## src/verilog/svrw_regs.svh

```systemverilog
// Constants for the supervisor: clock, timing, register map and fields
`ifndef SVRW_REGS_SVH
`define SVRW_REGS_SVH

// System clock rate in MHz
`define SVRW_CLK_MHZ        125
// Reset hold time after the cause clears, in ms
`define SVRW_RST_TIMEOUT_MS 200
// Watchdog timeout, in ms (1.6 s)
`define SVRW_WDG_TIMEOUT_MS 1600
// Delay from reset to chip-enable gate off, in us
`define SVRW_CE_DELAY_US    28
// Derived cycle counts
`define SVRW_RST_CYC (`SVRW_RST_TIMEOUT_MS * 1000 * `SVRW_CLK_MHZ)
`define SVRW_WDG_CYC (`SVRW_WDG_TIMEOUT_MS * 1000 * `SVRW_CLK_MHZ)
`define SVRW_CE_CYC  (`SVRW_CE_DELAY_US * `SVRW_CLK_MHZ)

// Register offsets
`define SVRW_CTRL_OFF   4'h0
`define SVRW_STATUS_OFF 4'h4
// Control fields and reset value
`define SVRW_CTRL_WDG_EN 0
`define SVRW_CTRL_RST    1'h1
// Status fields
`define SVRW_ST_RESET_N  0
`define SVRW_ST_FAULT_N  1
`define SVRW_ST_BACKUP   2
`define SVRW_ST_CELL_OK  3
`define SVRW_ST_WARN_N   4
`define SVRW_ST_GATE_EN  5

// Synchroniser reset image: supply low, reset pin high, enable high
`define SVRW_SYNC_INIT 9'h143

`endif

```

## src/verilog/svrw_pkg.sv

```systemverilog
// Types shared by the supervisor design
`default_nettype none
package svrw_pkg;
    // Reset sequencer states, one-hot
    typedef enum logic [2:0] {
        SVRW_HOLD    = 3'h1,
        SVRW_TIMEOUT = 3'h2,
        SVRW_RUN     = 3'h4
    } svrw_state_t;

    // Analog comparator results arriving as logic
    typedef struct packed {
        logic below_rst;   // Supply below reset threshold
        logic below_backup_cell_supply;  // Supply below battery voltage
        logic low_line;    // Supply within low-line band
        logic cell_above;  // Battery above good threshold
        logic ge_4v;       // Supply at or above 4 V
        logic kick_open;   // Kick input left open
    } svrw_cmp_t;

    // Long timer counter
    typedef logic [27:0] svrw_cnt_t;
endpackage
`default_nettype wire

```

## src/verilog/svrw_top.sv

```systemverilog
// Supervisor: reset sequencer, watchdog, chip-enable gate, backup status
//
// How it works
// - Manual reset low holds reset, plus 200ms
// - Low supply or manual reset drive reset
// - Active-high reset mirrors active-low reset
// - Supply dip restarts the reset timeout
// - Low-line condition drives warning output low
// - Kick edge or reset clears watchdog
// - Kick stuck past 1.6s drives fault low
// - Watchdog counter held cleared during reset
// - Watchdog off on low supply or open kick
// - Fault output high throughout reset
// - Gate passes enable while out of reset
// - Power-down: gate closes 28us after reset
// - Power-up: gate closed until reset ends
// - Closed gate drives enable output high
// - Battery selected only below both thresholds
// - Backup flag shows battery rail selection
// - Cell good when battery high, supply 4V
// - Open manual reset reads as high
// - Bouncing switch gives one reset
// - Backup mode ignores kick and manual reset
// - Backup mode below 4V forces cell good low
//
// The address map and the strobed register port were decided locally.
`timescale 1ns/1ps
`default_nettype none
`include "svrw_regs.svh"

module svrw_top #(
    // Cycle counts, shortened in simulation
    parameter int unsigned RST_CYC = `SVRW_RST_CYC,
    parameter int unsigned WDG_CYC = `SVRW_WDG_CYC
) (
    // Clock and reset
    input  wire logic                  i_mclk,
    input  wire logic                  i_nrst,
    // Comparator flags and pins
    input  wire svrw_pkg::svrw_cmp_t   i_cmp,
    input  wire logic                  i_watchdog_kick,
    input  wire logic                  i_manual_reset_n,
    input  wire logic                  i_chip_enable_in,
    // Register port
    input  wire logic [3:0]            i_addr,
    input  wire logic [31:0]           i_wdata,
    input  wire logic                  i_wr,
    input  wire logic                  i_rd,
    output logic      [31:0]           o_rdata,
    // Supervisor outputs
    output logic                       o_reset_n,
    output logic                       o_reset,
    output logic                       o_supply_low_warning_n,
    output logic                       o_watchdog_fault_n,
    output logic                       o_chip_enable_gated,
    output logic                       o_backup_active,
    output logic                       o_backup_cell_good
);
    import svrw_pkg::*;

    // Last count of each timer
    localparam svrw_cnt_t  RST_LAST = svrw_cnt_t'(RST_CYC - 1);
    localparam svrw_cnt_t  WDG_LAST = svrw_cnt_t'(WDG_CYC - 1);
    localparam logic [11:0] CE_LAST = 12'(`SVRW_CE_CYC - 1);

    // Address match, shared by read and write decode
    function automatic logic addr_hit(input logic [3:0] a,
                                      input logic [3:0] off);
        addr_hit = (a == off);
    endfunction

    // Synchroniser stages
    logic [8:0]  sync1_q;       // First stage, read by stage two only
    logic [8:0]  sync2_q;       // Safe to use
    // Synchronised views
    svrw_cmp_t   cmp_s;         // Comparator flags
    logic        kick_s;        // Kick level
    logic        mr_n_s;        // Manual reset level
    logic        ce_s;          // Chip-enable input level
    // Reset sequencer
    svrw_state_t state_q;       // Sequencer state
    svrw_state_t state_d;
    svrw_cnt_t   rst_cnt_q;     // Timeout counter
    svrw_cnt_t   rst_cnt_d;
    logic        rst_cond;      // Some cause holds reset
    logic        rst_on_q;      // Reset asserted now
    logic        rst_on_d;
    // Mode decode
    logic        backup;        // Battery-backup mode
    logic        mr_low;        // Manual reset honoured low
    // Watchdog
    logic        kick_prev_q;   // Kick level last cycle
    logic        kick_edge;     // Either edge on kick
    logic        wdg_dis;       // Watchdog disabled
    svrw_cnt_t   wdg_cnt_q;     // Watchdog counter
    svrw_cnt_t   wdg_cnt_d;
    logic        fault_n_d;     // Next fault output
    // Chip-enable gate
    logic        gate_en_q;     // Gate open
    logic        gate_en_d;
    logic [11:0] ce_cnt_q;      // Power-down delay counter
    logic [11:0] ce_cnt_d;
    // Register file
    logic        wdg_en_q;      // Software watchdog enable
    logic [31:0] status;        // Status word
    logic [31:0] rd_mux;        // Read selection

    // Two-flop synchroniser; reset image reads manual reset high
    always_ff @(posedge i_mclk or negedge i_nrst) begin
        if (!i_nrst) begin
            sync1_q <= `SVRW_SYNC_INIT;
            sync2_q <= `SVRW_SYNC_INIT;
        end else begin
            sync1_q <= {i_cmp, i_watchdog_kick, i_manual_reset_n,
                        i_chip_enable_in};
            sync2_q <= sync1_q;
        end
    end
    // Unpack synchronised inputs
    assign cmp_s  = svrw_cmp_t'(sync2_q[8:3]);
    assign kick_s = sync2_q[2];
    assign mr_n_s = sync2_q[1];
    assign ce_s   = sync2_q[0];
    // Backup only when below reset threshold and battery
    assign backup = cmp_s.below_rst & cmp_s.below_backup_cell_supply;
    // Manual reset is ignored in backup mode
    assign mr_low = ~mr_n_s & ~backup;
    // Any cause of reset
    assign rst_cond = cmp_s.below_rst | mr_low;
    // Sequencer next state; any bounce restarts the hold
    always_comb begin
        state_d = state_q;
        case (state_q)
            SVRW_HOLD: begin
                // Leave once every cause clears
                state_d = rst_cond ? SVRW_HOLD : SVRW_TIMEOUT;
            end
            SVRW_TIMEOUT: begin
                if (rst_cond) begin
                    // Fresh dip restarts from zero
                    state_d = SVRW_HOLD;
                end else if (rst_cnt_q == RST_LAST) begin
                    state_d = SVRW_RUN;
                end else begin
                    state_d = SVRW_TIMEOUT;
                end
            end
            SVRW_RUN: begin
                state_d = rst_cond ? SVRW_HOLD : SVRW_RUN;
            end
            default: begin
                // Illegal code falls back to reset
                state_d = SVRW_HOLD;
            end
        endcase
    end
    // Count only while timing out
    assign rst_cnt_d = (state_q == SVRW_TIMEOUT && !rst_cond)
                     ? rst_cnt_q + 28'h0000001 : '0;
    assign rst_on_d  = (state_d != SVRW_RUN);
    // Sequencer registers; power-on starts in reset
    always_ff @(posedge i_mclk or negedge i_nrst) begin
        if (!i_nrst) begin
            state_q   <= SVRW_HOLD;
            rst_cnt_q <= '0;
            rst_on_q  <= 1'h1;
        end else begin
            state_q   <= state_d;
            rst_cnt_q <= rst_cnt_d;
            rst_on_q  <= rst_on_d;
        end
    end
    // Watchdog: edge detect on the synchronised level
    assign kick_edge = kick_s ^ kick_prev_q;
    // Disabled on low supply, open kick, backup or by software
    assign wdg_dis = cmp_s.below_rst | cmp_s.kick_open
                   | backup | ~wdg_en_q;
    // Watchdog next values
    always_comb begin
        wdg_cnt_d = wdg_cnt_q + 28'h0000001;
        fault_n_d = o_watchdog_fault_n;
        if (rst_on_q || wdg_dis) begin
            // Held clear during reset or while disabled
            wdg_cnt_d = '0;
            fault_n_d = 1'h1;
        end else if (kick_edge) begin
            // Any edge restarts the timeout
            wdg_cnt_d = '0;
            fault_n_d = 1'h1;
        end else if (!o_watchdog_fault_n) begin
            // Fault stands until the next edge
            wdg_cnt_d = '0;
            fault_n_d = 1'h0;
        end else if (wdg_cnt_q == WDG_LAST) begin
            // Kick held one level too long
            wdg_cnt_d = '0;
            fault_n_d = 1'h0;
        end
    end
    // Watchdog registers
    always_ff @(posedge i_mclk or negedge i_nrst) begin
        if (!i_nrst) begin
            kick_prev_q        <= 1'h0;
            wdg_cnt_q          <= '0;
            o_watchdog_fault_n <= 1'h1;
        end else begin
            kick_prev_q        <= kick_s;
            wdg_cnt_q          <= wdg_cnt_d;
            o_watchdog_fault_n <= fault_n_d;
        end
    end
    // Gate delay counts from the reset edge while still open
    assign ce_cnt_d = (rst_on_q && gate_en_q) ? ce_cnt_q + 12'h001 : '0;
    // Gate open/close decision
    always_comb begin
        if (!rst_on_d) begin
            // Out of reset: pass every transition
            gate_en_d = 1'h1;
        end else if (!rst_on_q) begin
            // Reset just asserting: supply loss keeps it open a while
            gate_en_d = cmp_s.below_rst & ~mr_low;
        end else begin
            // Close after the delay; never reopen inside reset
            gate_en_d = gate_en_q && (ce_cnt_q != CE_LAST);
        end
    end
    // Gate registers; closed from power-on
    always_ff @(posedge i_mclk or negedge i_nrst) begin
        if (!i_nrst) begin
            gate_en_q <= 1'h0;
            ce_cnt_q  <= '0;
        end else begin
            gate_en_q <= gate_en_d;
            ce_cnt_q  <= ce_cnt_d;
        end
    end
    // Supervisor outputs, all registered
    always_ff @(posedge i_mclk or negedge i_nrst) begin
        if (!i_nrst) begin
            o_reset_n              <= 1'h0;
            o_reset                <= 1'h1;
            o_supply_low_warning_n <= 1'h0;
            o_chip_enable_gated    <= 1'h1;
            o_backup_active        <= 1'h0;
            o_backup_cell_good     <= 1'h0;
        end else begin
            o_reset_n <= ~rst_on_d;
            o_reset   <= rst_on_d;
            // Warning also low in backup mode
            o_supply_low_warning_n <= ~(cmp_s.low_line | backup);
            // Inactive high whenever the gate is closed
            o_chip_enable_gated <= gate_en_q ? ce_s : 1'h1;
            o_backup_active     <= backup;
            // Only trusted with supply at or above 4 V
            o_backup_cell_good  <= cmp_s.cell_above & cmp_s.ge_4v;
        end
    end
    // Register port: control write
    always_ff @(posedge i_mclk or negedge i_nrst) begin
        if (!i_nrst) begin
            wdg_en_q <= `SVRW_CTRL_RST;
        end else if (i_wr && addr_hit(i_addr, `SVRW_CTRL_OFF)) begin
            wdg_en_q <= i_wdata[`SVRW_CTRL_WDG_EN];
        end
    end
    // Status word shows live block state
    always_comb begin
        status = '0;
        status[`SVRW_ST_RESET_N] = o_reset_n;
        status[`SVRW_ST_FAULT_N] = o_watchdog_fault_n;
        status[`SVRW_ST_BACKUP]  = o_backup_active;
        status[`SVRW_ST_CELL_OK] = o_backup_cell_good;
        status[`SVRW_ST_WARN_N]  = o_supply_low_warning_n;
        status[`SVRW_ST_GATE_EN] = gate_en_q;
    end
    // Read select; unmapped addresses read zero
    assign rd_mux = addr_hit(i_addr, `SVRW_CTRL_OFF)
                  ? {31'h00000000, wdg_en_q}
                  : addr_hit(i_addr, `SVRW_STATUS_OFF) ? status : '0;
    // Read data valid only in the cycle after the strobe
    always_ff @(posedge i_mclk or negedge i_nrst) begin
        if (!i_nrst) begin
            o_rdata <= '0;
        end else begin
            o_rdata <= i_rd ? rd_mux : '0;
        end
    end
endmodule
`default_nettype wire

```

## config.mk

```make
export PLATFORM = sky130hd
export DESIGN_NAME = svrw_top
export DESIGN_NICKNAME = d
export VERILOG_FILES = /design/src/verilog/svrw_pkg.sv /design/src/verilog/svrw_top.sv
export VERILOG_INCLUDE_DIRS = /design/src /design/src/verilog
export SDC_FILE = /design/constraint.sdc
export NUM_CORES = 1
export LEC_CHECK = 0
export BUFFER_PORTS_ARGS = -buffer_cell sky130_fd_sc_hd__buf_4
export CAP_MARGIN = 20
export CORE_UTILIZATION = 60
export DETAILED_ROUTE_END_ITERATION = 6
export GPL_TIMING_DRIVEN = 0
export PLACE_DENSITY = 0.85
export SLEW_MARGIN = 30
export SYNTH_ARGS = -nofsm -noshare
export SYNTH_HDL_FRONTEND = slang
export SYNTH_SLANG_ARGS = --single-unit
```

## constraint.sdc

```tcl
create_clock -name i_mclk -period 3.47 [get_ports i_mclk]
set_clock_uncertainty 0.2 [all_clocks]
set_input_delay 0.347 -clock i_mclk [delete_from_list [all_inputs] [get_ports i_mclk]]
set_output_delay 0.347 -clock i_mclk [all_outputs]
set_load 0.05 [all_outputs]
```

==> results.sh <==
export IMPL_outcome="finished, final reports clean"
export IMPL_worstSetupPathType="reg -> reg"
export IMPL_fin_nets=604
export IMPL_yosys_top_cells_area="dfrtp_1 (47%), dfstp_2 (7.0%), buf_4 (4.0%)"
export IMPL_cellLeakagePower_nw=2.31
export IMPL_first_iter_violations=200
export IMPL_grt_use_total_pct=24.8
export IMPL_ant_nets=0
export IMPL_grt_max_degree=106
export IMPL_cp_max_fo=10
export IMPL_tightest_slew_ps=798
export IMPL_startpoint="wdg_cnt_q[0]"
export IMPL_cp_endpoint="wdg_cnt_q[20]"
export IMPL_gp_congestion=0.830
export IMPL_cp_end_kind="flop"
export IMPL_utilization_pct=72.6
export IMPL_synth_seq_cells=105
export IMPL_maxSlewViolCount=0
export IMPL_synth_edf_count=0
export IMPL_numCtsBuffers=9
export IMPL_synth_area_per_cell_sq_um=10.3
export IMPL_async_reset_ff_share_pct=100
export IMPL_synth_top_area_share_pct=47.1
export IMPL_relSlewSlack_pct=46.8
export IMPL_cts_root_buf="clkbuf_8"
export IMPL_rsz0062_at_grt="no"
export IMPL_setup_slack_ps=872
export IMPL_vias=3745
export IMPL_die_area_sq_um=8520
export IMPL_portBuffers=30
export IMPL_arrival_ps=2640
export IMPL_rows=32
export IMPL_synthCells=475
export IMPL_totalWireLength_um=9570
export IMPL_clock_path_buffers=2
export IMPL_tns_ps=0
export IMPL_setup_viol=0
export IMPL_hold_class="in -> reg"
export IMPL_dp_hpwl_um=6510
export IMPL_htreeDepth=3
export IMPL_via_per_inst=5.68
export IMPL_min_period_over_period_pct=74.9
export IMPL_hold_viol=0
export IMPL_cts_sink_count=105
export IMPL_p_per_area_nw_per_um2=393
export IMPL_cts_tree="built"
export IMPL_clk_pin_slew_ps=90
export IMPL_num_antenna_cells=0
export IMPL_synthesis_area_sq_um=4890
export IMPL_r2r_setup_slack_ps=870
export IMPL_remaining_drc_errors=0
export IMPL_timing_fmax_ghz=0.385
export IMPL_reg2regPathDepth=7
export IMPL_post_route_min_period_ps=2600
export IMPL_max_cap_viol_count=0
export IMPL_fill_cells=532
export IMPL_wl_per_cell_um=14.5
export IMPL_cts_resized=0
export IMPL_drtPass1Iterations=5
export IMPL_clock_latency_ps=360
export IMPL_grt_pass1_wl_um=16700
export IMPL_synth_flop_cell="dfrtp_1"
export IMPL_r2r_start="wdg_cnt_q[0]"
export IMPL_pre_cts_ws_ps=882
export IMPL_grt_overflow_total=0
export IMPL_yosysSeqAreaShare_pct=54.1
export IMPL_worstPathRequired_ps=3510
export IMPL_antenna_found_initial=0
export IMPL_drive_above_1_share_pct=16.7
export IMPL_die_x_um=92.3
export IMPL_grt_pass1_vias=3723
export IMPL_areaGrowthSynthToFinish_pct=15.9
export IMPL_yosysTopAreaCell="dfrtp_1"
export IMPL_die_h_um=92.3
export IMPL_r2r_end="wdg_cnt_q[20]"
export IMPL_start_util_pct=62.6
export IMPL_yosysWarnings=0
export IMPL_core_area_sq_um=7810
export IMPL_ys_types=41
export IMPL_crit_path_start_kind="flop"
export IMPL_num_io_pins=88
export IMPL_irDropWorstVdd_v=0.000239
## stage by stage
step           area (sq um)  cells  total power, mW  hold slack (ps)
4_1_cts                5670    659             2.25             7.14
2_1_floorplan          4980    500             1.38             -149
3_5_place_dp           5340    632             1.43              136
5_1_grt                5670    659             2.31             4.62
6_report               5670    659             2.23             13.2
3_3_place_gp           5340    632             1.43              137
## repair_timing
| action | CTS | global route |
|---|---|---|
| setup buffers | 0 | 0 |
| hold buffers | 11 | 0 |
| hold endpoints to repair | 102 | 0 |
## registers in the layout, summed over array words and instances (netlist names)
name	flops
o_supply_low_warning_n	1
wdg_en_q	1
sync2_q	9
sync1_q	9
o_reset_n	1
ce_cnt_q	12
rst_cnt_q	28
state_q	3
wdg_cnt_q	28
o_reset	1
gate_en_q	1
o_rdata	6
o_backup_cell_good	1
o_chip_enable_gated	1
o_watchdog_fault_n	1
o_backup_active	1
kick_prev_q	1
## critical path: stages (launching register included)
cell      delay, ps
dfrtp_1         390
ha_1            230
and4_1          200
clkbuf_1        260
nand2_1         150
o31ai_2         620
buf_2           340
a21oi_1          90
## worst min-delay path by stage
stage	endpoint	cells past startpoint	start	slack [ps]
after detailed placement	sync2_q[7]	0	sync1_q[7]	140
after CTS	wdg_en_q	2	i_wdata[0]	7
after floorplan	ce_cnt_q[0]	0	i_nrst	-150
after global placement	sync2_q[7]	0	sync1_q[7]	140
after global routing	wdg_en_q	2	i_wdata[0]	5
final	wdg_en_q	2	i_wdata[0]	10
## where the power goes
group          internal [mW]  switching, mW  leakage [nW]
clock                  0.407          0.400        0.0958
sequential              1.25        0.00970          1.39
combinational         0.0531          0.110         0.819
total                   1.71          0.520          2.31
## final cells by class
class                           count  area (sq um)  share of cell area [%]
Buffer                             44           268                    4.72
Clock buffer                       11           131                    2.32
Clock inverter                      5          82.6                    1.46
Inverter                            6          22.5                   0.397
Multi-Input combinational cell    345          2050                    36.2
Sequential cell                   105          2640                    46.6
Tap cell                          102           128                    2.25
Timing Repair Buffer               41           342                    6.03
## synth_stat cells, types with 13 or more instances
cell,instances
o21ai_0,17
o31ai_1,18
or3_1,21
a21oi_1,30
xnor2_1,16
clkbuf_1,14
nand3_1,23
xor2_1,13
dfrtp_1,92
nand2_1,35
dfstp_2,13
nand4_1,15
buf_4,26
or4_1,16
nor2_1,36
## logic make-up after synthesis
family | share of synthesized area [%]
other | 0.0767
AO/OA/AOI/OAI | 9.06
flip-flops | 54.1
buffers and inverters | 5.94
AND/OR/NAND/NOR | 23.9
multiplexers | 1.05
adder cells (fa/ha/maj) | 0.768
XOR/XNOR | 5.19
## routing by layer
metal  routed length, um  GRT usage, %
met5                   0             0
met4                  90          7.16
met3                 431          6.14
met2                4850          43.1
met1                4200          30.8
## cell usage in the layout, fill, tap and decap left out, types with 15 or more instances in the layout
master,count
clkbuf_1,16
nand4_1,15
buf_4,55
nand2_1,35
o21ai_0,17
o31ai_1,18
a21oi_1,30
dfrtp_1,92
nor2_1,36
conb_1,26
xnor2_1,16
nand3_1,23
or4_1,16
or3_1,21
(Power assumes the default switching activity.)
